$ cat src/logic/sac_cfg.svh
`ifndef SAC_CFG_SVH
`define SAC_CFG_SVH
// ****************************************
// register byte addresses
// ****************************************
`define SAC_ADDR_CTL     8'hE8
`define SAC_ADDR_RESULT  8'hEC
`define SAC_ADDR_IRQ_ST  8'hF0
`define SAC_ADDR_IRQ_CLR 8'hF4
`define SAC_ADDR_IRQ_EN  8'hF8
`define SAC_ADDR_SARDIV  8'hFC
// ****************************************
// control register fields
// ****************************************
`define SAC_CTL_EN       7
`define SAC_CTL_TM       6
`define SAC_CTL_DONE     5
`define SAC_CTL_BUSY     4
`define SAC_CTL_SRC_HI   3
`define SAC_CTL_SRC_LO   2
`define SAC_CTL_WIN      1
`define SAC_CTL_LJST     0
// ****************************************
// start source codes, reset values and interrupt bits
// ****************************************
`define SAC_SRC_SOFT     2'h0
`define SAC_SRC_TMR3     2'h1
`define SAC_SRC_EXT      2'h2
`define SAC_SRC_TMR2     2'h3
`define SAC_SARDIV_RST   5'h04
`define SAC_IRQ_N        2
`define SAC_IRQ_DONE     0
`define SAC_IRQ_WIN      1
// ****************************************
// timing in sar clocks
// ****************************************
`define SAC_TRACK_CLKS   4'h3
`define SAC_CONV_CLKS    4'hD
`endif

$ cat src/logic/sac_pkg.sv
package sac_pkg;
   // sequencer states
   typedef enum logic [1:0] {
      SEQ_IDLE,
      SEQ_TRACK,
      SEQ_CONV
   } sac_seq_e;
   // start source field
   typedef logic [1:0] sac_src_t;
endpackage

$ cat src/logic/sac_irq.sv
`timescale 1ns/1ps
`include "sac_cfg.svh"
module sac_irq (
   // clock and reset
   input  wire logic                   mclk_i,
   input  wire logic                   arst_n_i,
   // events and software access
   input  wire logic [`SAC_IRQ_N-1:0]  set_i,
   input  wire logic [`SAC_IRQ_N-1:0]  clr_i,
   input  wire logic                   en_wr_i,
   input  wire logic [`SAC_IRQ_N-1:0]  en_data_i,
   // state
   output logic      [`SAC_IRQ_N-1:0]  status_o,
   output logic      [`SAC_IRQ_N-1:0]  enable_o,
   output logic                        irq_o
);
   // ****************************************
   // sticky status, set beats clear
   // ****************************************
   genvar g;
   generate
      for (g = 0; g < `SAC_IRQ_N; g++) begin : g_bit
         always_ff @(posedge mclk_i or negedge arst_n_i) begin
            if (!arst_n_i) begin
               status_o[g] <= 1'b0;
            end else begin
               status_o[g] <= set_i[g] | (status_o[g] & ~clr_i[g]);
            end
         end
      end
   endgenerate

   // enable mask register
   always_ff @(posedge mclk_i or negedge arst_n_i) begin
      if (!arst_n_i) begin
         enable_o <= '0;
      end else if (en_wr_i) begin
         enable_o <= en_data_i;
      end
   end

   // level output straight from the flops, no extra latency
   assign irq_o = |(status_o & enable_o);

   set_wins_a: assert property (@(posedge mclk_i) disable iff (!arst_n_i)
      set_i[0] |=> status_o[0])
      else $error("event lost against a clear");
endmodule

$ cat src/logic/sac_sar_seq.sv
`timescale 1ns/1ps
`include "sac_cfg.svh"
module sac_sar_seq (
   // clock and reset
   input  wire logic  mclk_i,
   input  wire logic  arst_n_i,
   // control
   input  wire logic  enable_i,
   input  wire logic  lp_mode_i,
   input  wire logic  ext_gate_i,
   input  wire logic  ext_level_i,
   input  wire logic  start_i,
   input  wire logic  sar_tick_i,
   // status
   output logic       busy_o,
   output logic       track_o,
   output logic       done_o
);
   sac_pkg::sac_seq_e state_q, state_d;
   logic [3:0]        cnt_q, cnt_d;
   logic              done_d;

   // ****************************************
   // track / convert sequence
   // ****************************************
   always_comb begin
      state_d = state_q;
      cnt_d   = cnt_q;
      done_d  = 1'b0;
      case (state_q)
         sac_pkg::SEQ_IDLE: begin
            if (start_i && lp_mode_i && !ext_gate_i) begin
               state_d = sac_pkg::SEQ_TRACK;            // [RULE3] [RULE4] [RULE5]
               cnt_d   = `SAC_TRACK_CLKS - 4'h1;
            end else if (start_i) begin
               state_d = sac_pkg::SEQ_CONV;             // [RULE6] [RULE8]
               cnt_d   = `SAC_CONV_CLKS - 4'h1;
            end
         end
         sac_pkg::SEQ_TRACK: begin
            if (sar_tick_i && cnt_q == 4'h0) begin
               state_d = sac_pkg::SEQ_CONV;
               cnt_d   = `SAC_CONV_CLKS - 4'h1;
            end else if (sar_tick_i) begin
               cnt_d = cnt_q - 4'h1;
            end
         end
         sac_pkg::SEQ_CONV: begin
            if (sar_tick_i && cnt_q == 4'h0) begin
               state_d = sac_pkg::SEQ_IDLE;
               done_d  = 1'b1;                          // [RULE7]
            end else if (sar_tick_i) begin
               cnt_d = cnt_q - 4'h1;
            end
         end
         default: state_d = sac_pkg::SEQ_IDLE;
      endcase
      // shutdown aborts silently: no done flag for a lost result
      if (!enable_i) begin
         state_d = sac_pkg::SEQ_IDLE;                   // [RULE1]
         done_d  = 1'b0;
      end
   end

   always_ff @(posedge mclk_i or negedge arst_n_i) begin
      if (!arst_n_i) begin
         state_q <= sac_pkg::SEQ_IDLE;
         cnt_q   <= 4'h0;
         done_o  <= 1'b0;
      end else begin
         state_q <= state_d;
         cnt_q   <= cnt_d;
         done_o  <= done_d;
      end
   end

   // busy covers the low-power tracking period too
   assign busy_o  = state_q != sac_pkg::SEQ_IDLE;
   // normal mode tracks whenever idle; low-power only in its window
   assign track_o = enable_i & ((state_q == sac_pkg::SEQ_TRACK) |
                    ((state_q == sac_pkg::SEQ_IDLE) &
                     (!lp_mode_i | (ext_gate_i & !ext_level_i))));

   lp_track_a: assert property (@(posedge mclk_i) disable iff (!arst_n_i)
      enable_i && start_i && !busy_o && lp_mode_i && !ext_gate_i
      |=> state_q == sac_pkg::SEQ_TRACK [*3])    // [RULE3]
      else $error("low-power tracking period too short");
endmodule

$ cat src/logic/sac_top.sv
// Behaviour
// RULE1: enable low keeps converter shut down
// RULE2: enable high accepts starts from selected source
// RULE3: low-power soft start tracks three sar clocks
// RULE4: low-power timer three start tracks three clocks
// RULE5: low-power timer two start tracks three clocks
// RULE6: normal mode source field picks trigger
// RULE7: busy during conversion; fall sets done
// RULE8: low-power external start tracks while low
// RULE9: justify select places result low or high
// RULE10: flags clear by writing zero; busy zero ignored
//
// Our own choice: the APB interface to the registers.
`timescale 1ns/1ps
`include "sac_cfg.svh"
module sac_top (
   // clock and reset
   input  wire logic         mclk_i,
   input  wire logic         arst_n_i,
   // apb slave
   input  wire logic         psel_i,
   input  wire logic         penable_i,
   input  wire logic         pwrite_i,
   input  wire logic [7:0]   paddr_i,
   input  wire logic [31:0]  pwdata_i,
   output logic      [31:0]  prdata_o,
   output logic              pready_o,
   output logic              pslverr_o,
   // start sources
   input  wire logic         timer3_ovf_i,
   input  wire logic         timer2_ovf_i,
   input  wire logic         external_convert_start_i,
   // analog front end
   input  wire logic [11:0]  conv_data_i,
   input  wire logic         window_match_i,
   output logic              adc_shutdown_o,
   output logic              adc_track_o,
   output logic              adc_busy_o,
   // interrupt
   output logic              irq_o
);
   // ****************************************
   // apb decode
   // ****************************************
   wire acc      = psel_i & penable_i;
   wire setup    = psel_i & ~penable_i;
   wire hit_ctl  = paddr_i == `SAC_ADDR_CTL;
   wire hit_res  = paddr_i == `SAC_ADDR_RESULT;
   wire hit_ist  = paddr_i == `SAC_ADDR_IRQ_ST;
   wire hit_icl  = paddr_i == `SAC_ADDR_IRQ_CLR;
   wire hit_ien  = paddr_i == `SAC_ADDR_IRQ_EN;
   wire hit_div  = paddr_i == `SAC_ADDR_SARDIV;
   wire mapped   = hit_ctl | hit_res | hit_ist | hit_icl | hit_ien | hit_div;
   wire wr       = acc & pwrite_i;
   wire wr_ctl   = wr & hit_ctl;
   wire wr_div   = wr & hit_div;
   wire wr_icl   = wr & hit_icl;
   wire wr_ien   = wr & hit_ien;

   // zero wait states; read data latched in the setup cycle
   assign pready_o  = 1'b1;
   assign pslverr_o = acc & ~mapped;

   // ****************************************
   // control register
   // ****************************************
   logic                en_q;
   logic                tm_q;
   logic                ljst_q;
   sac_pkg::sac_src_t   src_q;
   logic                done_flag_q;
   logic                win_flag_q;
   logic [4:0]          div_q;
   logic [4:0]          div_cnt_q;
   logic [11:0]         result_q;
   logic                ext_q;
   logic [31:0]         prdata_q;

   // software bits
   always_ff @(posedge mclk_i or negedge arst_n_i) begin
      if (!arst_n_i) begin
         en_q   <= 1'b0;
         tm_q   <= 1'b0;
         src_q  <= `SAC_SRC_SOFT;
         ljst_q <= 1'b0;
      end else if (wr_ctl) begin
         en_q   <= pwdata_i[`SAC_CTL_EN];
         tm_q   <= pwdata_i[`SAC_CTL_TM];
         src_q  <= pwdata_i[`SAC_CTL_SRC_HI:`SAC_CTL_SRC_LO];
         ljst_q <= pwdata_i[`SAC_CTL_LJST];
      end
   end

   // flags: a write of zero clears, hardware set wins the same cycle
   wire done_clr = wr_ctl & ~pwdata_i[`SAC_CTL_DONE];   // [RULE10]
   wire win_clr  = wr_ctl & ~pwdata_i[`SAC_CTL_WIN];    // [RULE10]
   wire seq_done;
   wire win_set  = window_match_i & en_q;

   always_ff @(posedge mclk_i or negedge arst_n_i) begin
      if (!arst_n_i) begin
         done_flag_q <= 1'b0;
         win_flag_q  <= 1'b0;
      end else begin
         done_flag_q <= seq_done | (done_flag_q & ~done_clr);   // [RULE7]
         win_flag_q  <= win_set | (win_flag_q & ~win_clr);
      end
   end

   // ****************************************
   // sar clock tick and start selection
   // ****************************************
   // the sar clock is a tick, not a second domain, so no crossing is needed
   wire sar_tick = div_cnt_q == 5'h00;

   always_ff @(posedge mclk_i or negedge arst_n_i) begin
      if (!arst_n_i) begin
         div_q     <= `SAC_SARDIV_RST;
         div_cnt_q <= 5'h00;
         ext_q     <= 1'b0;
      end else begin
         div_q     <= wr_div ? pwdata_i[4:0] : div_q;
         div_cnt_q <= sar_tick ? div_q : div_cnt_q - 5'h01;
         ext_q     <= external_convert_start_i;
      end
   end

   // a busy write of zero never starts anything
   wire soft_go  = wr_ctl & pwdata_i[`SAC_CTL_BUSY];    // [RULE10]
   wire ext_rise = external_convert_start_i & ~ext_q;
   wire ext_gate = src_q == `SAC_SRC_EXT;
   logic src_go;

   // trigger mux by start source field
   always_comb begin
      case (src_q)
         `SAC_SRC_SOFT: src_go = soft_go;                // [RULE3] [RULE6]
         `SAC_SRC_TMR3: src_go = timer3_ovf_i;           // [RULE4] [RULE6]
         `SAC_SRC_EXT:  src_go = ext_rise;               // [RULE6] [RULE8]
         `SAC_SRC_TMR2: src_go = timer2_ovf_i;           // [RULE5] [RULE6]
         default:       src_go = 1'b0;
      endcase
   end

   // starts while busy are dropped, and nothing starts in shutdown
   wire seq_busy;
   wire start = en_q & src_go & ~seq_busy;               // [RULE1] [RULE2]

   sac_sar_seq u_seq (
      .mclk_i      (mclk_i),
      .arst_n_i    (arst_n_i),
      .enable_i    (en_q),
      .lp_mode_i   (tm_q),
      .ext_gate_i  (ext_gate),
      .ext_level_i (external_convert_start_i),
      .start_i     (start),
      .sar_tick_i  (sar_tick),
      .busy_o      (seq_busy),
      .track_o     (adc_track_o),
      .done_o      (seq_done)
   );

   assign adc_shutdown_o = ~en_q;                        // [RULE1]
   assign adc_busy_o     = seq_busy;

   // ****************************************
   // result capture and justification
   // ****************************************
   always_ff @(posedge mclk_i or negedge arst_n_i) begin
      if (!arst_n_i) begin
         result_q <= 12'h000;
      end else if (seq_done) begin
         result_q <= conv_data_i;
      end
   end

   // justify at read time so a late select change still applies
   wire [31:0] res_word = ljst_q ? {16'h0000, result_q, 4'h0}
                                 : {20'h00000, result_q};     // [RULE9]

   // ****************************************
   // interrupts
   // ****************************************
   wire [`SAC_IRQ_N-1:0] irq_st;
   wire [`SAC_IRQ_N-1:0] irq_en;
   wire [`SAC_IRQ_N-1:0] irq_set = {win_set, seq_done};

   sac_irq u_irq (
      .mclk_i    (mclk_i),
      .arst_n_i  (arst_n_i),
      .set_i     (irq_set),
      .clr_i     (wr_icl ? pwdata_i[`SAC_IRQ_N-1:0] : '0),
      .en_wr_i   (wr_ien),
      .en_data_i (pwdata_i[`SAC_IRQ_N-1:0]),
      .status_o  (irq_st),
      .enable_o  (irq_en),
      .irq_o     (irq_o)                                 // [RULE7]
   );

   // ****************************************
   // read mux
   // ****************************************
   wire [7:0] ctl_rd = {en_q, tm_q, done_flag_q, seq_busy,
                        src_q, win_flag_q, ljst_q};      // [RULE7]
   wire [31:0] rd_mux =
      hit_ctl ? {24'h000000, ctl_rd} :
      hit_res ? res_word :
      hit_ist ? {30'h00000000, irq_st} :
      hit_ien ? {30'h00000000, irq_en} :
      hit_div ? {27'h0000000, div_q} : 32'h00000000;

   always_ff @(posedge mclk_i or negedge arst_n_i) begin
      if (!arst_n_i) begin
         prdata_q <= 32'h00000000;
      end else if (setup) begin
         prdata_q <= rd_mux;
      end
   end

   assign prdata_o = prdata_q;

   // ****************************************
   // assertions
   // ****************************************
   shutdown_idle_a: assert property (@(posedge mclk_i) disable iff (!arst_n_i) // [RULE1]
      !en_q |=> !seq_busy)
      else $error("conversion running while shut down");

   start_taken_a: assert property (@(posedge mclk_i) disable iff (!arst_n_i) // [RULE2]
      en_q && src_go && !seq_busy |=> seq_busy)
      else $error("enabled start was not taken");

   tmr3_track_a: assert property (@(posedge mclk_i) disable iff (!arst_n_i) // [RULE4]
      en_q && tm_q && src_q == `SAC_SRC_TMR3 && timer3_ovf_i && !seq_busy
      |=> seq_busy && adc_track_o)
      else $error("timer three start did not track");

   tmr2_track_a: assert property (@(posedge mclk_i) disable iff (!arst_n_i) // [RULE5]
      en_q && tm_q && src_q == `SAC_SRC_TMR2 && timer2_ovf_i && !seq_busy
      |=> seq_busy && adc_track_o)
      else $error("timer two start did not track");

   ext_normal_a: assert property (@(posedge mclk_i) disable iff (!arst_n_i) // [RULE6]
      en_q && !tm_q && ext_gate && ext_rise && !seq_busy
      |=> seq_busy && !adc_track_o)
      else $error("external edge did not start conversion");

   done_irq_a: assert property (@(posedge mclk_i) disable iff (!arst_n_i) // [RULE7]
      $fell(seq_busy) && seq_done && irq_en[`SAC_IRQ_DONE]
      |=> done_flag_q && irq_o)
      else $error("busy fall did not flag and interrupt");

   ext_lowtrack_a: assert property (@(posedge mclk_i) disable iff (!arst_n_i) // [RULE8]
      en_q && tm_q && ext_gate && !seq_busy && !external_convert_start_i
      |-> adc_track_o)
      else $error("not tracking while external start low");

   left_just_a: assert property (@(posedge mclk_i) disable iff (!arst_n_i) // [RULE9]
      setup && hit_res && ljst_q
      |=> prdata_o[3:0] == 4'h0 && prdata_o[15:4] == $past(result_q))
      else $error("left justified result misplaced");

   flag_hold_a: assert property (@(posedge mclk_i) disable iff (!arst_n_i) // [RULE10]
      done_flag_q && !done_clr |=> done_flag_q)
      else $error("done flag dropped without a clear");

   win_hold_a: assert property (@(posedge mclk_i) disable iff (!arst_n_i) // [RULE10]
      win_flag_q && !win_clr |=> win_flag_q)
      else $error("window flag dropped without a clear");

   busy_zero_a: assert property (@(posedge mclk_i) disable iff (!arst_n_i) // [RULE10]
      en_q && wr_ctl && !pwdata_i[`SAC_CTL_BUSY] && src_q == `SAC_SRC_SOFT && !seq_busy
      |=> !seq_busy)
      else $error("busy write of zero started a conversion");

   // a write that also disables is left out, as the sequencer then aborts
   lp_soft_track_a: assert property (@(posedge mclk_i) disable iff (!arst_n_i) // [RULE3]
      en_q && tm_q && src_q == `SAC_SRC_SOFT && soft_go && pwdata_i[`SAC_CTL_EN] && !seq_busy
      |=> seq_busy && adc_track_o)
      else $error("soft start did not begin tracking");

   no_trigger_a: assert property (@(posedge mclk_i) disable iff (!arst_n_i) // [RULE6]
      en_q && !src_go && !seq_busy |=> !seq_busy)
      else $error("conversion began with no trigger");

   shutdown_track_a: assert property (@(posedge mclk_i) disable iff (!arst_n_i) // [RULE1]
      !en_q |-> !adc_track_o && adc_shutdown_o)
      else $error("front end active while shut down");

   right_just_a: assert property (@(posedge mclk_i) disable iff (!arst_n_i) // [RULE9]
      setup && hit_res && !ljst_q
      |=> prdata_o[31:12] == 20'h00000 && prdata_o[11:0] == $past(result_q))
      else $error("right justified result misplaced");

   // main scenarios that the bench is expected to reach

   soft_conv_c: cover property (@(posedge mclk_i) disable iff (!arst_n_i)
      soft_go && start ##[1:200] seq_done);
   lp_timer_c: cover property (@(posedge mclk_i) disable iff (!arst_n_i)
      tm_q && timer2_ovf_i && start ##[1:200] seq_done);
   window_c: cover property (@(posedge mclk_i) disable iff (!arst_n_i)
      win_set && irq_en[`SAC_IRQ_WIN] ##1 irq_o);
   ext_lp_c: cover property (@(posedge mclk_i) disable iff (!arst_n_i)
      tm_q && ext_gate && start ##[1:200] seq_done);
   abort_c: cover property (@(posedge mclk_i) disable iff (!arst_n_i)
      seq_busy && !en_q ##1 !seq_busy);
endmodule

$ cat config.mk
export PLATFORM = sky130hd
export DESIGN_NAME = sac_top
export DESIGN_NICKNAME = d
export VERILOG_FILES = /design/src/logic/sac_pkg.sv /design/src/logic/sac_irq.sv /design/src/logic/sac_sar_seq.sv /design/src/logic/sac_top.sv
export VERILOG_INCLUDE_DIRS = /design/src /design/src/logic
export SDC_FILE = /design/constraint.sdc
export NUM_CORES = 1
export LEC_CHECK = 0
export BUFFER_PORTS_ARGS = -buffer_cell sky130_fd_sc_hd__buf_2
export CORE_ASPECT_RATIO = 0.6
export CORE_MARGIN = 1.5
export CORE_UTILIZATION = 30
export DETAILED_ROUTE_END_ITERATION = 10
export HOLD_SLACK_MARGIN = 0.02
export PLACE_DENSITY_LB_ADDON = 0.15
export SLEW_MARGIN = 20
export SYNTH_ARGS = -nofsm -noshare
export SYNTH_HDL_FRONTEND = slang
export SYNTH_SLANG_ARGS = --single-unit
$ cat constraint.sdc
create_clock -name mclk_i -period 2.5 [get_ports mclk_i]
set_clock_uncertainty 0.2 [all_clocks]
set_input_delay 0.125 -clock mclk_i [delete_from_list [all_inputs] [get_ports mclk_i]]
set_output_delay 0.125 -clock mclk_i [all_outputs]
set_load 0.05 [all_outputs]
==> out/results.txt, run 1 <==
syn avg cell area - 10.05 µm²
first-pass GRT wire length - 13,820 µm
Placed Cells - 493
fin crit period - 2.322 ns
yosys warns - 0
post-CTS sizing - 0
number of post-CTS setup repair buffers - 0
Vias - 2,541
RePlAce Congestion - 0.7935
Slowest cell on crit path - dlygate4sd3_1
Bufs on Longest Clock Path - 2
drt total wl - 8453 µm
pre-CTS WS - 0.2127 ns
initial antenna violation count - 0
Vias per Instance - 4.723
clock sinks - 57
CTS root buf - clkbuf_16
Fillers - 1,012
antenna cells - 0
Main synth FF type - dfrtp_1
Post-Syn Area - 3054 µm²
register bit total from synthesis - 57
final non-filler cell total - 538
H-tree depth - 3
DR pass1 iterations - 4
Area after DPL - 3458 µm²
commonest non-fill, non-tap cell in the layout - buf_2
PortBufs - 57
Worst-path clk slew - 0.05 ns
WP buf/inv - 2
Worst-Margin Slew - 0.8676 ns
Net Sw Power - 1185 µW
Starting Density - 30.91%
RSZ-0062 raised after global routing - false
vias in the first global route - 2,493
EDFF count, synth - 0
CORE AREA - 9879 µm²
ys async rst share - 100.0%
commonest non-fill, non-tap cells in the layout - buf_2 (57), dfrtp_1 (56), nand2_1 (38), dlygate4sd3_1 (29)
fmax - 430.8 MHz
Row Count - 28
I/O pin total - 99
setup ws final - 0.1785 ns
final period utilization - 92.86%
hold crit path type - input pin to register
internal power - 2362 µW
post-synthesis sequential area ratio - 46.74%
max_slew headroom - 42.16%
post-route ant nets - 0
hpwl dp - 6204 µm
clock power share - 33.9%
Cells after Synth - 304
WL/cell - 15.71 µm
CP Launch Type - input pin
combinational power share - 29.5%
PwrDens - 878.0 nW/µm²
Leak Pwr - 0.001907 µW
Setup violations, final - 0
run status - finished clean
worst endpoint required time - 2.51 ns
Synth-to-Final Area Change - 32.24%
maximum VDD drop - 0.0004175 V
worst path arrival time - 2.33 ns
Skew-Pair Late Insertion Delay - 0.33 ns
CTS tree - yes
die area - 10,810 µm²
worst path cell trace - dlygate4sd3_1 -> buf_2 -> or3b_2 -> a311oi_2 -> a31oi_1 -> o21ba_1 -> o32a_1
Die X-Extent - 133.3 µm
Critical Path Fanout Max - 4
die height - 81.16 µm
share of layout cells above drive strength 1 - 27.30%
post-synth cell types - 53
Final Slew Violations - 0
setup TNS - 0 ns
Iteration-0 DRC Markers - 108
Hold Vio Cnt, Final - 0
largest net degree at the start of global routing - 26
DR DRC count - 0
Switching Fraction - 33.40%
GR Overflow Total - 0
Max-Cap Viols - 0
max incr delay on CP - 0.52 ns
cell family with most CP delay - compound AO/OA/AOI/OAI gates
Total GRT Usage - 17.20%
critical path class - input pin to register
CTS Buf Count - 9
Nets - 466
Reg power frac - 36.6%
design area - 4039 µm²
Setup crit end kind - register
[flip-flops by register name, summed over array words and instances (netlist names), 2 cells and up]
| signal | count |
|---|---|
| u_seq.cnt_q | 4 |
| div_cnt_q | 5 |
| prdata_o | 16 |
| result_q | 12 |
| div_q | 5 |
| u_irq.status_o | 2 |
| u_seq.state_q | 2 |
| src_q | 2 |
| u_irq.enable_o | 2 |
[cell usage after synthesis (all sizes together), types with 2 or more instances]
master	number	area share [%]
conb	2	0.25
o41ai	4	2.0
o31ai	5	1.2
nor4	3	0.61
nand2b	5	1.0
a31oi	3	0.61
a221oi	5	1.4
mux2i	7	2.3
buf	22	5.2
a22o	2	0.57
nand2	38	4.7
nand3	8	1.3
dfrtp	56	46
or4b	2	0.66
ha	7	2.9
o21ai	20	3.3
a21o	3	0.74
a211oi	2	0.49
or3	2	0.41
clkbuf	6	0.74
inv	14	1.7
and3	3	0.61
xnor2	2	0.57
a21oi	10	1.6
mux2	22	8.1
nor3b	4	0.98
nor3	8	1.5
nor2	22	2.7
[final timing paths]
| kind | depth (start not counted) | from | endpoint | slack [ns] |
|---|---|---|---|---|
| setup / recovery | 7 | external_convert_start_i | u_seq.cnt_q[3] | 0.18 |
| hold / removal | 5 | paddr_i[2] | u_irq.status_o[0] | 0.06 |
| setup reg to reg | 5 | src_q[0] | u_seq.cnt_q[3] | 0.23 |
| hold reg to reg | 1 | div_cnt_q[0] | div_cnt_q[0] | 0.27 |
| max in group asynchronous | 3 | arst_n_i | u_seq.done_o | 1.13 |
| min in group asynchronous | 3 | arst_n_i | ext_q | 0.18 |
[tightest hold or removal path: cells and delay by family]
kind | cells | cell delay (ns)
and+or+nand+nor | 3 | 0.19
buffers and inverters | 1 | 0.14
AOI/OAI and AO/OA | 1 | 0.10
[stage by stage]
| stage | utilization [%] | total power, µW | hold WS [ns] |
|---|---|---|---|
| final | 40.88 | 3546 | 0.06329 |
| after global routing | 40.88 | 3788 | 0.1029 |
| after CTS | 40.88 | 3576 | 0.04928 |
| after detailed placement | 35.01 | 2318 | -0.1898 |
| after global placement | 35.01 | 2300 | -0.1929 |
| after floorplan | - | 2054 | -0.3706 |
[logic make-up after synthesis]
kind of cell,count (synthesis),share of synthesized area [%]
AOI/OAI and AO/OA,64,15.49
xor gates and xnor gates,2,0.5736
adders and majority gates,7,2.868
buffers and inverters,42,7.661
DFF,57,46.74
muxes,29,10.41
other,2,0.2459
and+or+nand+nor,101,16.02
[routing by layer]
| layer | track usage, % | up-vias | share of wire, % |
|---|---|---|---|
| met5 | 0 | - | 0 |
| met4 | 6.087 | 0 | 0.73 |
| met3 | 5.368 | 6 | 6.0 |
| met2 | 22.33 | 75 | 38 |
| met1 | 26.08 | 1221 | 55 |
| li1 | - | 1239 | - |
[repair_timing]
item	in CTS	in global routing
endpoints found under the hold margin	86	0
hold buffers	29	0
endpoints found under the setup margin	0	0
[area by class of cell]
type,instances,area (µm²),area share [%]
clock buffer,13,250.2,6.196
inverter,14,52.55,1.301
tap,135,168.9,4.182
timing repair buffer,96,650.6,16.11
clock inverter,3,40.04,0.9913
sequential,57,1428,35.35
multi-input combinational,220,1449,35.87
[power by group through the flow]
stage / Clock [µW] / Sequential [µW] / Combinational [µW]
after floorplan: 0 / 1280 / 773
after global placement: 0 / 1310 / 992
after detailed placement: 0 / 1310 / 1010
after CTS: 1230 / 1300 / 1050
after global routing: 1280 / 1330 / 1180
final: 1200 / 1300 / 1050
No activity file was read; power rests on OpenSTA's default activity.
==> run 2, diff against run 1 <==
ABC_AREA = 1   (was not set)
==> out/results.txt, run 2 <==
run status - finished clean (unchanged)
Switching Fraction - 33.92% (was 33.40%)
I/O pin total - 99 (unchanged)
Max-Cap Viols - 0 (unchanged)
Setup violations, final - 0 (unchanged)
first-pass GRT wire length - 12,970 µm (was 13,820 µm)
Post-Syn Area - 3092 µm² (was 3054 µm²)
number of post-CTS setup repair buffers - 0 (unchanged)
EDFF count, synth - 0 (unchanged)
worst hold start - pwrite_i (was paddr_i[2])
Synth-to-Final Area Change - 29.62% (was 32.24%)
fin crit period - 2.072 ns (was 2.322 ns)
WL/cell - 12.86 µm (was 15.71 µm)
Synth top area share - 45.33% (was 45.88%)
most frequent cells after synthesis - nand2_1 (121), dfrtp_1 (56), inv_1 (42), o21ai_0 (29), nor2_1 (20) (was dfrtp_1 (56), nand2_1 (38), mux2_2 (22), nor2_1 (22), o21ai_0 (19))
drt total wl - 7907 µm (was 8453 µm)
GR Overflow Total - 0 (unchanged)
ys async rst share - 100.0% (unchanged)
post-synthesis sequential area ratio - 46.18% (was 46.74%)
top-count cell post-synth - nand2_1 (was dfrtp_1)
max incr delay on CP - 0.41 ns (was 0.52 ns)
R2R setup slack - 0.62 ns (was 0.23 ns)
commonest non-fill, non-tap cell in the layout - nand2_1 (was buf_2)
antenna cells - 0 (unchanged)
clock sinks - 57 (unchanged)
register bit total from synthesis - 57 (unchanged)
yosys warns - 0 (unchanged)
RSZ-0062 raised after global routing - false (unchanged)
largest cells by area after synthesis - dfrtp_1 (45%), nand2_1 (15%), inv_1 (5.1%) (was dfrtp_1 (46%), mux2_2 (8.1%), nand2_1 (4.7%))
R2R Path Start - div_cnt_q[0] (was src_q[0])
PortBufs - 57 (unchanged)
Total GRT Usage - 15.82% (was 17.20%)
max_slew headroom - 56.46% (was 42.16%)
PwrDens - 839.5 nW/µm² (was 878.0 nW/µm²)
hold crit path type - input pin to register (unchanged)
design area - 4008 µm² (was 4039 µm²)
CTS Buf Count - 9 (unchanged)
DR DRC count - 0 (unchanged)
Bufs on Longest Clock Path - 2 (unchanged)
Final Slew Violations - 0 (unchanged)
Cells after Synth - 389 (was 304)
hpwl dp - 6032 µm (was 6204 µm)
Hold Vio Cnt, Final - 0 (unchanged)
commonest non-fill, non-tap cells in the layout - nand2_1 (121), buf_2 (57), dfrtp_1 (56), inv_1 (42), o21ai_0 (29) (was buf_2 (57), dfrtp_1 (56), nand2_1 (38), dlygate4sd3_1 (29))
share of layout cells above drive strength 1 - 22.08% (was 27.30%)
combinational power share - 28.5% (was 29.5%)
cell family with most CP delay - flip-flops (was compound AO/OA/AOI/OAI gates)
RePlAce Congestion - 0.8114 (was 0.7935)
DR pass1 iterations - 4 (unchanged)
Worst-path clk slew - 0.05 ns (about the same)
Setup crit end kind - primary output (was register)
hold depth - 5 (unchanged)
Hold Path End - u_irq.enable_o[1] (was u_irq.status_o[0])
Critical Path Fanout Max - 6 (was 4)
Vias - 2,747 (was 2,541)
worst endpoint required time - 2.17 ns (was 2.51 ns)
Worst-Margin Slew - 0.6532 ns (was 0.8676 ns)
Reg power frac - 35.5% (was 36.6%)
Leak Pwr - 0.002035 µW (was 0.001907 µW)
Reg2Reg Capture Point - u_seq.cnt_q[1] (was u_seq.cnt_q[3])
fmax - 482.6 MHz (was 430.8 MHz)
max reg flops - 16 (unchanged)
Critical Path Source - u_seq.state_q[0] (was external_convert_start_i)
Main synth FF type - dfrtp_1 (unchanged)
WP buf/inv - 2 (unchanged)
Row Count - 28 (unchanged)
post-synth cell types - 37 (was 53)
post-route ant nets - 0 (unchanged)
worst reg-to-reg path cell count - 11 (was 5)
die height - 81.64 µm (was 81.16 µm)
hold buffers post-CTS - 24 (was 29)
die area - 10,940 µm² (was 10,810 µm²)
final period utilization - 82.88% (was 92.86%)
Die X-Extent - 134.1 µm (was 133.3 µm)
setup TNS - 0 ns (unchanged)
Net Sw Power - 1141 µW (was 1185 µW)
post-CTS sizing - 0 (unchanged)
worst path cell trace - inv_1 -> ha_1 -> nand2_1 -> a21oi_1 -> buf_2 (was dlygate4sd3_1 -> buf_2 -> or3b_2 -> a311oi_2 -> a31oi_1 -> o21ba_1 -> o32a_1)
final non-filler cell total - 615 (was 538)
CTS tree - yes (unchanged)
critical path class - register to primary output (was input pin to register)
CTS root buf - clkbuf_16 (unchanged)
CP Launch Type - register (was input pin)
maximum VDD drop - 0.0005611 V (was 0.0004175 V)
CORE AREA - 9950 µm² (was 9879 µm²)
Slowest cell on crit path - dfrtp_1 (was dlygate4sd3_1)
Vias per Instance - 4.467 (was 4.723)
Placed Cells - 576 (was 493)
Yosys top cell by area - dfrtp_1 (unchanged)
clock power share - 36.0% (was 33.9%)
internal power - 2223 µW (was 2362 µW)
Area after DPL - 3471 µm² (was 3458 µm²)
largest net degree at the start of global routing - 28 (was 26)
worst path arrival time - 1.75 ns (was 2.33 ns)
Skew-Pair Late Insertion Delay - 0.32 ns (was 0.33 ns)
Iteration-0 DRC Markers - 136 (was 108)
syn avg cell area - 7.948 µm² (was 10.05 µm²)
vias in the first global route - 2,548 (was 2,493)
H-tree depth - 3 (unchanged)
Starting Density - 31.07% (was 30.91%)
initial antenna violation count - 0 (unchanged)
Nets - 544 (was 466)
-- run 2: cell types whose count changed after synthesis, sizes merged, moves of 6 or more --
cell / change
inv: +35
nor2: +6
nand2: +92
o21ai: +22
mux2: -21
mux2i: -7
-- run 2: worst max path at each step --
stage | end | depth (start not counted)
global route | adc_track_o | 5
global placement | u_seq.cnt_q[2] | 11
CTS | adc_track_o | 5
finish | adc_track_o | 5
detailed placement | u_seq.cnt_q[2] | 11
floorplan | pslverr_o | 6
-- run 2: metrics by stage --
step	hold WS, ns	power [µW]	util, %	setup slack, ns
after floorplan	-0.3706	1914	-	0.1654
after global placement	-0.0008109	2121	34.88	0.6432
after detailed placement	-0.007607	2136	34.88	0.6510
after CTS	0.06041	3411	40.28	0.4106
after global routing	0.1168	3604	40.28	0.3060
final	0.07158	3364	40.28	0.4279
-- run 2: area by class of cell --
type | instances | area, µm²
Clock inverter | 3 | 40.04
Clock buffer | 12 | 256.5
Inverter | 50 | 192.7
Timing Repair Buffer | 85 | 555.5
Multi-Input combinational cell | 273 | 1366
Tap cell | 135 | 168.9
Sequential cell | 57 | 1428
Fill cell | 1044 | 5942
-- run 2: power by group through the flow --
stage	clock network, µW	logic, µW	registers (µW)
6_report	1210	958	1190
5_1_grt	1290	1090	1220
4_1_cts	1250	969	1190
3_5_place_dp	0	929	1210
3_3_place_gp	0	916	1210
2_1_floorplan	0	697	1220
-- run 2: layer usage --
metal / track usage (%) / wire length, µm
met1: 24.03 / 4446
met2: 20.72 / 2923
met3: 4.877 / 496
met4: 5.161 / 41
met5: 0 / 0
-- run 2: logic make-up (layout without fill, tap and decap cells) --
family / count (synthesis) / in the layout / share of synthesized area [%]
AO/OA/AOI/OAI: 68 / 68 / 13.03
XOR/XNOR: 3 / 3 / 0.8500
adder cells (fa/ha/maj): 7 / 7 / 2.833
buffers and inverters: 74 / 150 / 11.45
flip-flops: 57 / 57 / 46.18
multiplexers: 1 / 1 / 0.3642
other: 2 / 17 / 0.2429
AND/OR/NAND/NOR: 177 / 177 / 25.05
-- run 2: tightest hold or removal path: stages --
cell and delay [ns]:
buf_2 0.10, inv_1 0.05, nor2_2 0.07, nand2_1 0.12, o21ai_0 0.08
==> run 3, diff against run 2 <==
clock period = 1.7 ns   (was 2.5 ns; I/O delays follow)
==> out/results.txt, run 3 (synthesis gave the netlist of run 2 again) <==
maximum VDD drop - 0.0004974 V (was 0.0005611 V)
commonest non-fill, non-tap cell in the layout - nand2_1 (unchanged)
CP Launch Type - register (unchanged)
Pwr Total - 5230 µW (was 3364 µW)
setup TNS - 0 ns (unchanged)
CTS Buf Count - 9 (unchanged)
die height - 81.64 µm (unchanged)
Area after DPL - 3696 µm² (was 3471 µm²)
Synth-to-Final Area Change - 43.79% (was 29.62%)
post-route ant nets - 0 (unchanged)
Iteration-0 DRC Markers - 160 (was 136)
Vias - 2,863 (was 2,747)
critical path class - register to primary output (unchanged)
commonest non-fill, non-tap cells in the layout - nand2_1 (119), dfrtp_1 (55), buf_2 (55), buf_4 (39), inv_1 (34) (was nand2_1 (121), buf_2 (57), dfrtp_1 (56), inv_1 (42), o21ai_0 (29))
WL/cell - 12.80 µm (was 12.86 µm)
DR DRC count - 0 (unchanged)
first-pass GRT wire length - 13,610 µm (was 12,970 µm)
H-tree depth - 3 (unchanged)
Setup crit end kind - primary output (unchanged)
Total GRT Usage - 16.28% (was 15.82%)
Nets - 581 (was 544)
Skew-Pair Late Insertion Delay - 0.32 ns (about the same)
Vias per Instance - 4.391 (was 4.467)
clock sinks - 57 (unchanged)
die area - 10,940 µm² (unchanged)
CTS root buf - clkbuf_16 (unchanged)
final period utilization - 98.98%
Max-Cap Viols - 0 (unchanged)
PwrDens - 1177 nW/µm² (was 839.5 nW/µm²)
initial antenna violation count - 0 (unchanged)
CORE AREA - 9950 µm² (unchanged)
Die X-Extent - 134.1 µm (unchanged)
Worst-path clk slew - 0.05 ns (about the same)
max reg flops - 16 (unchanged)
fin crit period - 1.683 ns
design area - 4446 µm² (was 4008 µm²)
vias in the first global route - 2,743 (was 2,548)
Hold Vio Cnt, Final - 0 (unchanged)
drt total wl - 8348 µm (was 7907 µm)
Row Count - 28 (unchanged)
antenna cells - 0 (unchanged)
Critical Path Fanout Max - 5 (was 6)
hpwl dp - 6270 µm (was 6032 µm)
max_slew headroom - 65.34% (was 56.46%)
Worst-Margin Slew - 0.5194 ns (was 0.6532 ns)
Leak Pwr - 0.002246 µW (was 0.002035 µW)
largest net degree at the start of global routing - 28 (unchanged)
fmax - 594.3 MHz
Bufs on Longest Clock Path - 2 (unchanged)
GR Overflow Total - 0 (unchanged)
Final Slew Violations - 0 (unchanged)
RePlAce Congestion - 0.8156 (was 0.8114)
PortBufs - 57 (unchanged)
I/O pin total - 99 (unchanged)
hold crit path type - input pin to register (unchanged)
RSZ-0062 raised after global routing - true (was false)
DR pass1 iterations - 4 (unchanged)
run status - finished clean (unchanged)
Setup violations, final - 0 (unchanged)
share of layout cells above drive strength 1 - 32.88% (was 22.08%)
worst endpoint required time - 1.41 ns (was 2.17 ns)
Starting Density - 31.07% (unchanged)
worst path arrival time - 1.40 ns (was 1.75 ns)
CTS tree - yes (unchanged)
final core utilization - 44.68% (was 40.28%)
[run 3: cell count changes in the layout (fill, tap and decap cells not counted), moves of 5 or more]
cell and delta:
nor2_4 +6, inv_2 +8, inv_1 -8, buf_4 +35
ha_1 -5
[run 3: layer usage]
layer / GRT usage [%] / wire length [µm] / vias up
li1: - / - / 1460
met1: 23.81 / 4618 / 1339
met2: 23.14 / 3352 / 62
met3: 4.568 / 350 / 2
met4: 4.839 / 26 / 0
met5: 0 / 0 / -
[run 3: final timing paths]
path / start / end / slack [ns] / depth (start not counted)
worst max-delay path: src_q[0] / adc_track_o / 0.02 / 4
worst min-delay path: paddr_i[2] / u_irq.status_o[0] / 0.07 / 6
worst max register to register: u_seq.cnt_q[0] / u_seq.done_o / 0.03 / 9
worst min register to register: prdata_o[14] / prdata_o[14] / 0.27 / 2
max in group asynchronous: arst_n_i / prdata_o[1] / 0.34 / 3
min in group asynchronous: arst_n_i / prdata_o[5] / 0.11 / 3
[run 3: cell type report]
type                    count  area [µm²]
flip-flops and latches     57        1429
clock buffers              11       242.7
fillers                  1021        5504
inverters                  50       192.7
multi-input cells         273        1531
repair buffers            122       860.8
well taps                 135       168.9
clock inverters             4       20.02
[run 3: what timing repair did]
action                     CTS  global route
buffers inserted             8             3
hold buffers                25             0
pin swaps                    4             8
hold endpoints to repair    86             0
resized for setup           11            34
setup endpoints to repair    7             8
[run 3: stage by stage]
step	setup slack (ns)	hold WS (ns)	cells
after floorplan	0.02342	-0.4106	404
after global placement	0.01718	-0.2055	603
after detailed placement	-0.02981	-0.2085	603
after CTS	0.0004032	0.05319	649
after global routing	-0.05514	0.07957	652
final	0.01733	0.06885	652
[run 3: worst max-delay path: stages (launching register included)]
cell	delay (ns)
dfrtp_2	0.45
o31ai_4	0.24
nand2_1	0.09
a21oi_2	0.13
buf_6	0.17
[run 3: where the power goes]
group          internal, µW  switching, µW
clock                  1000            581
combinational           777           1110
sequential             1610            151
total                  3390           1840
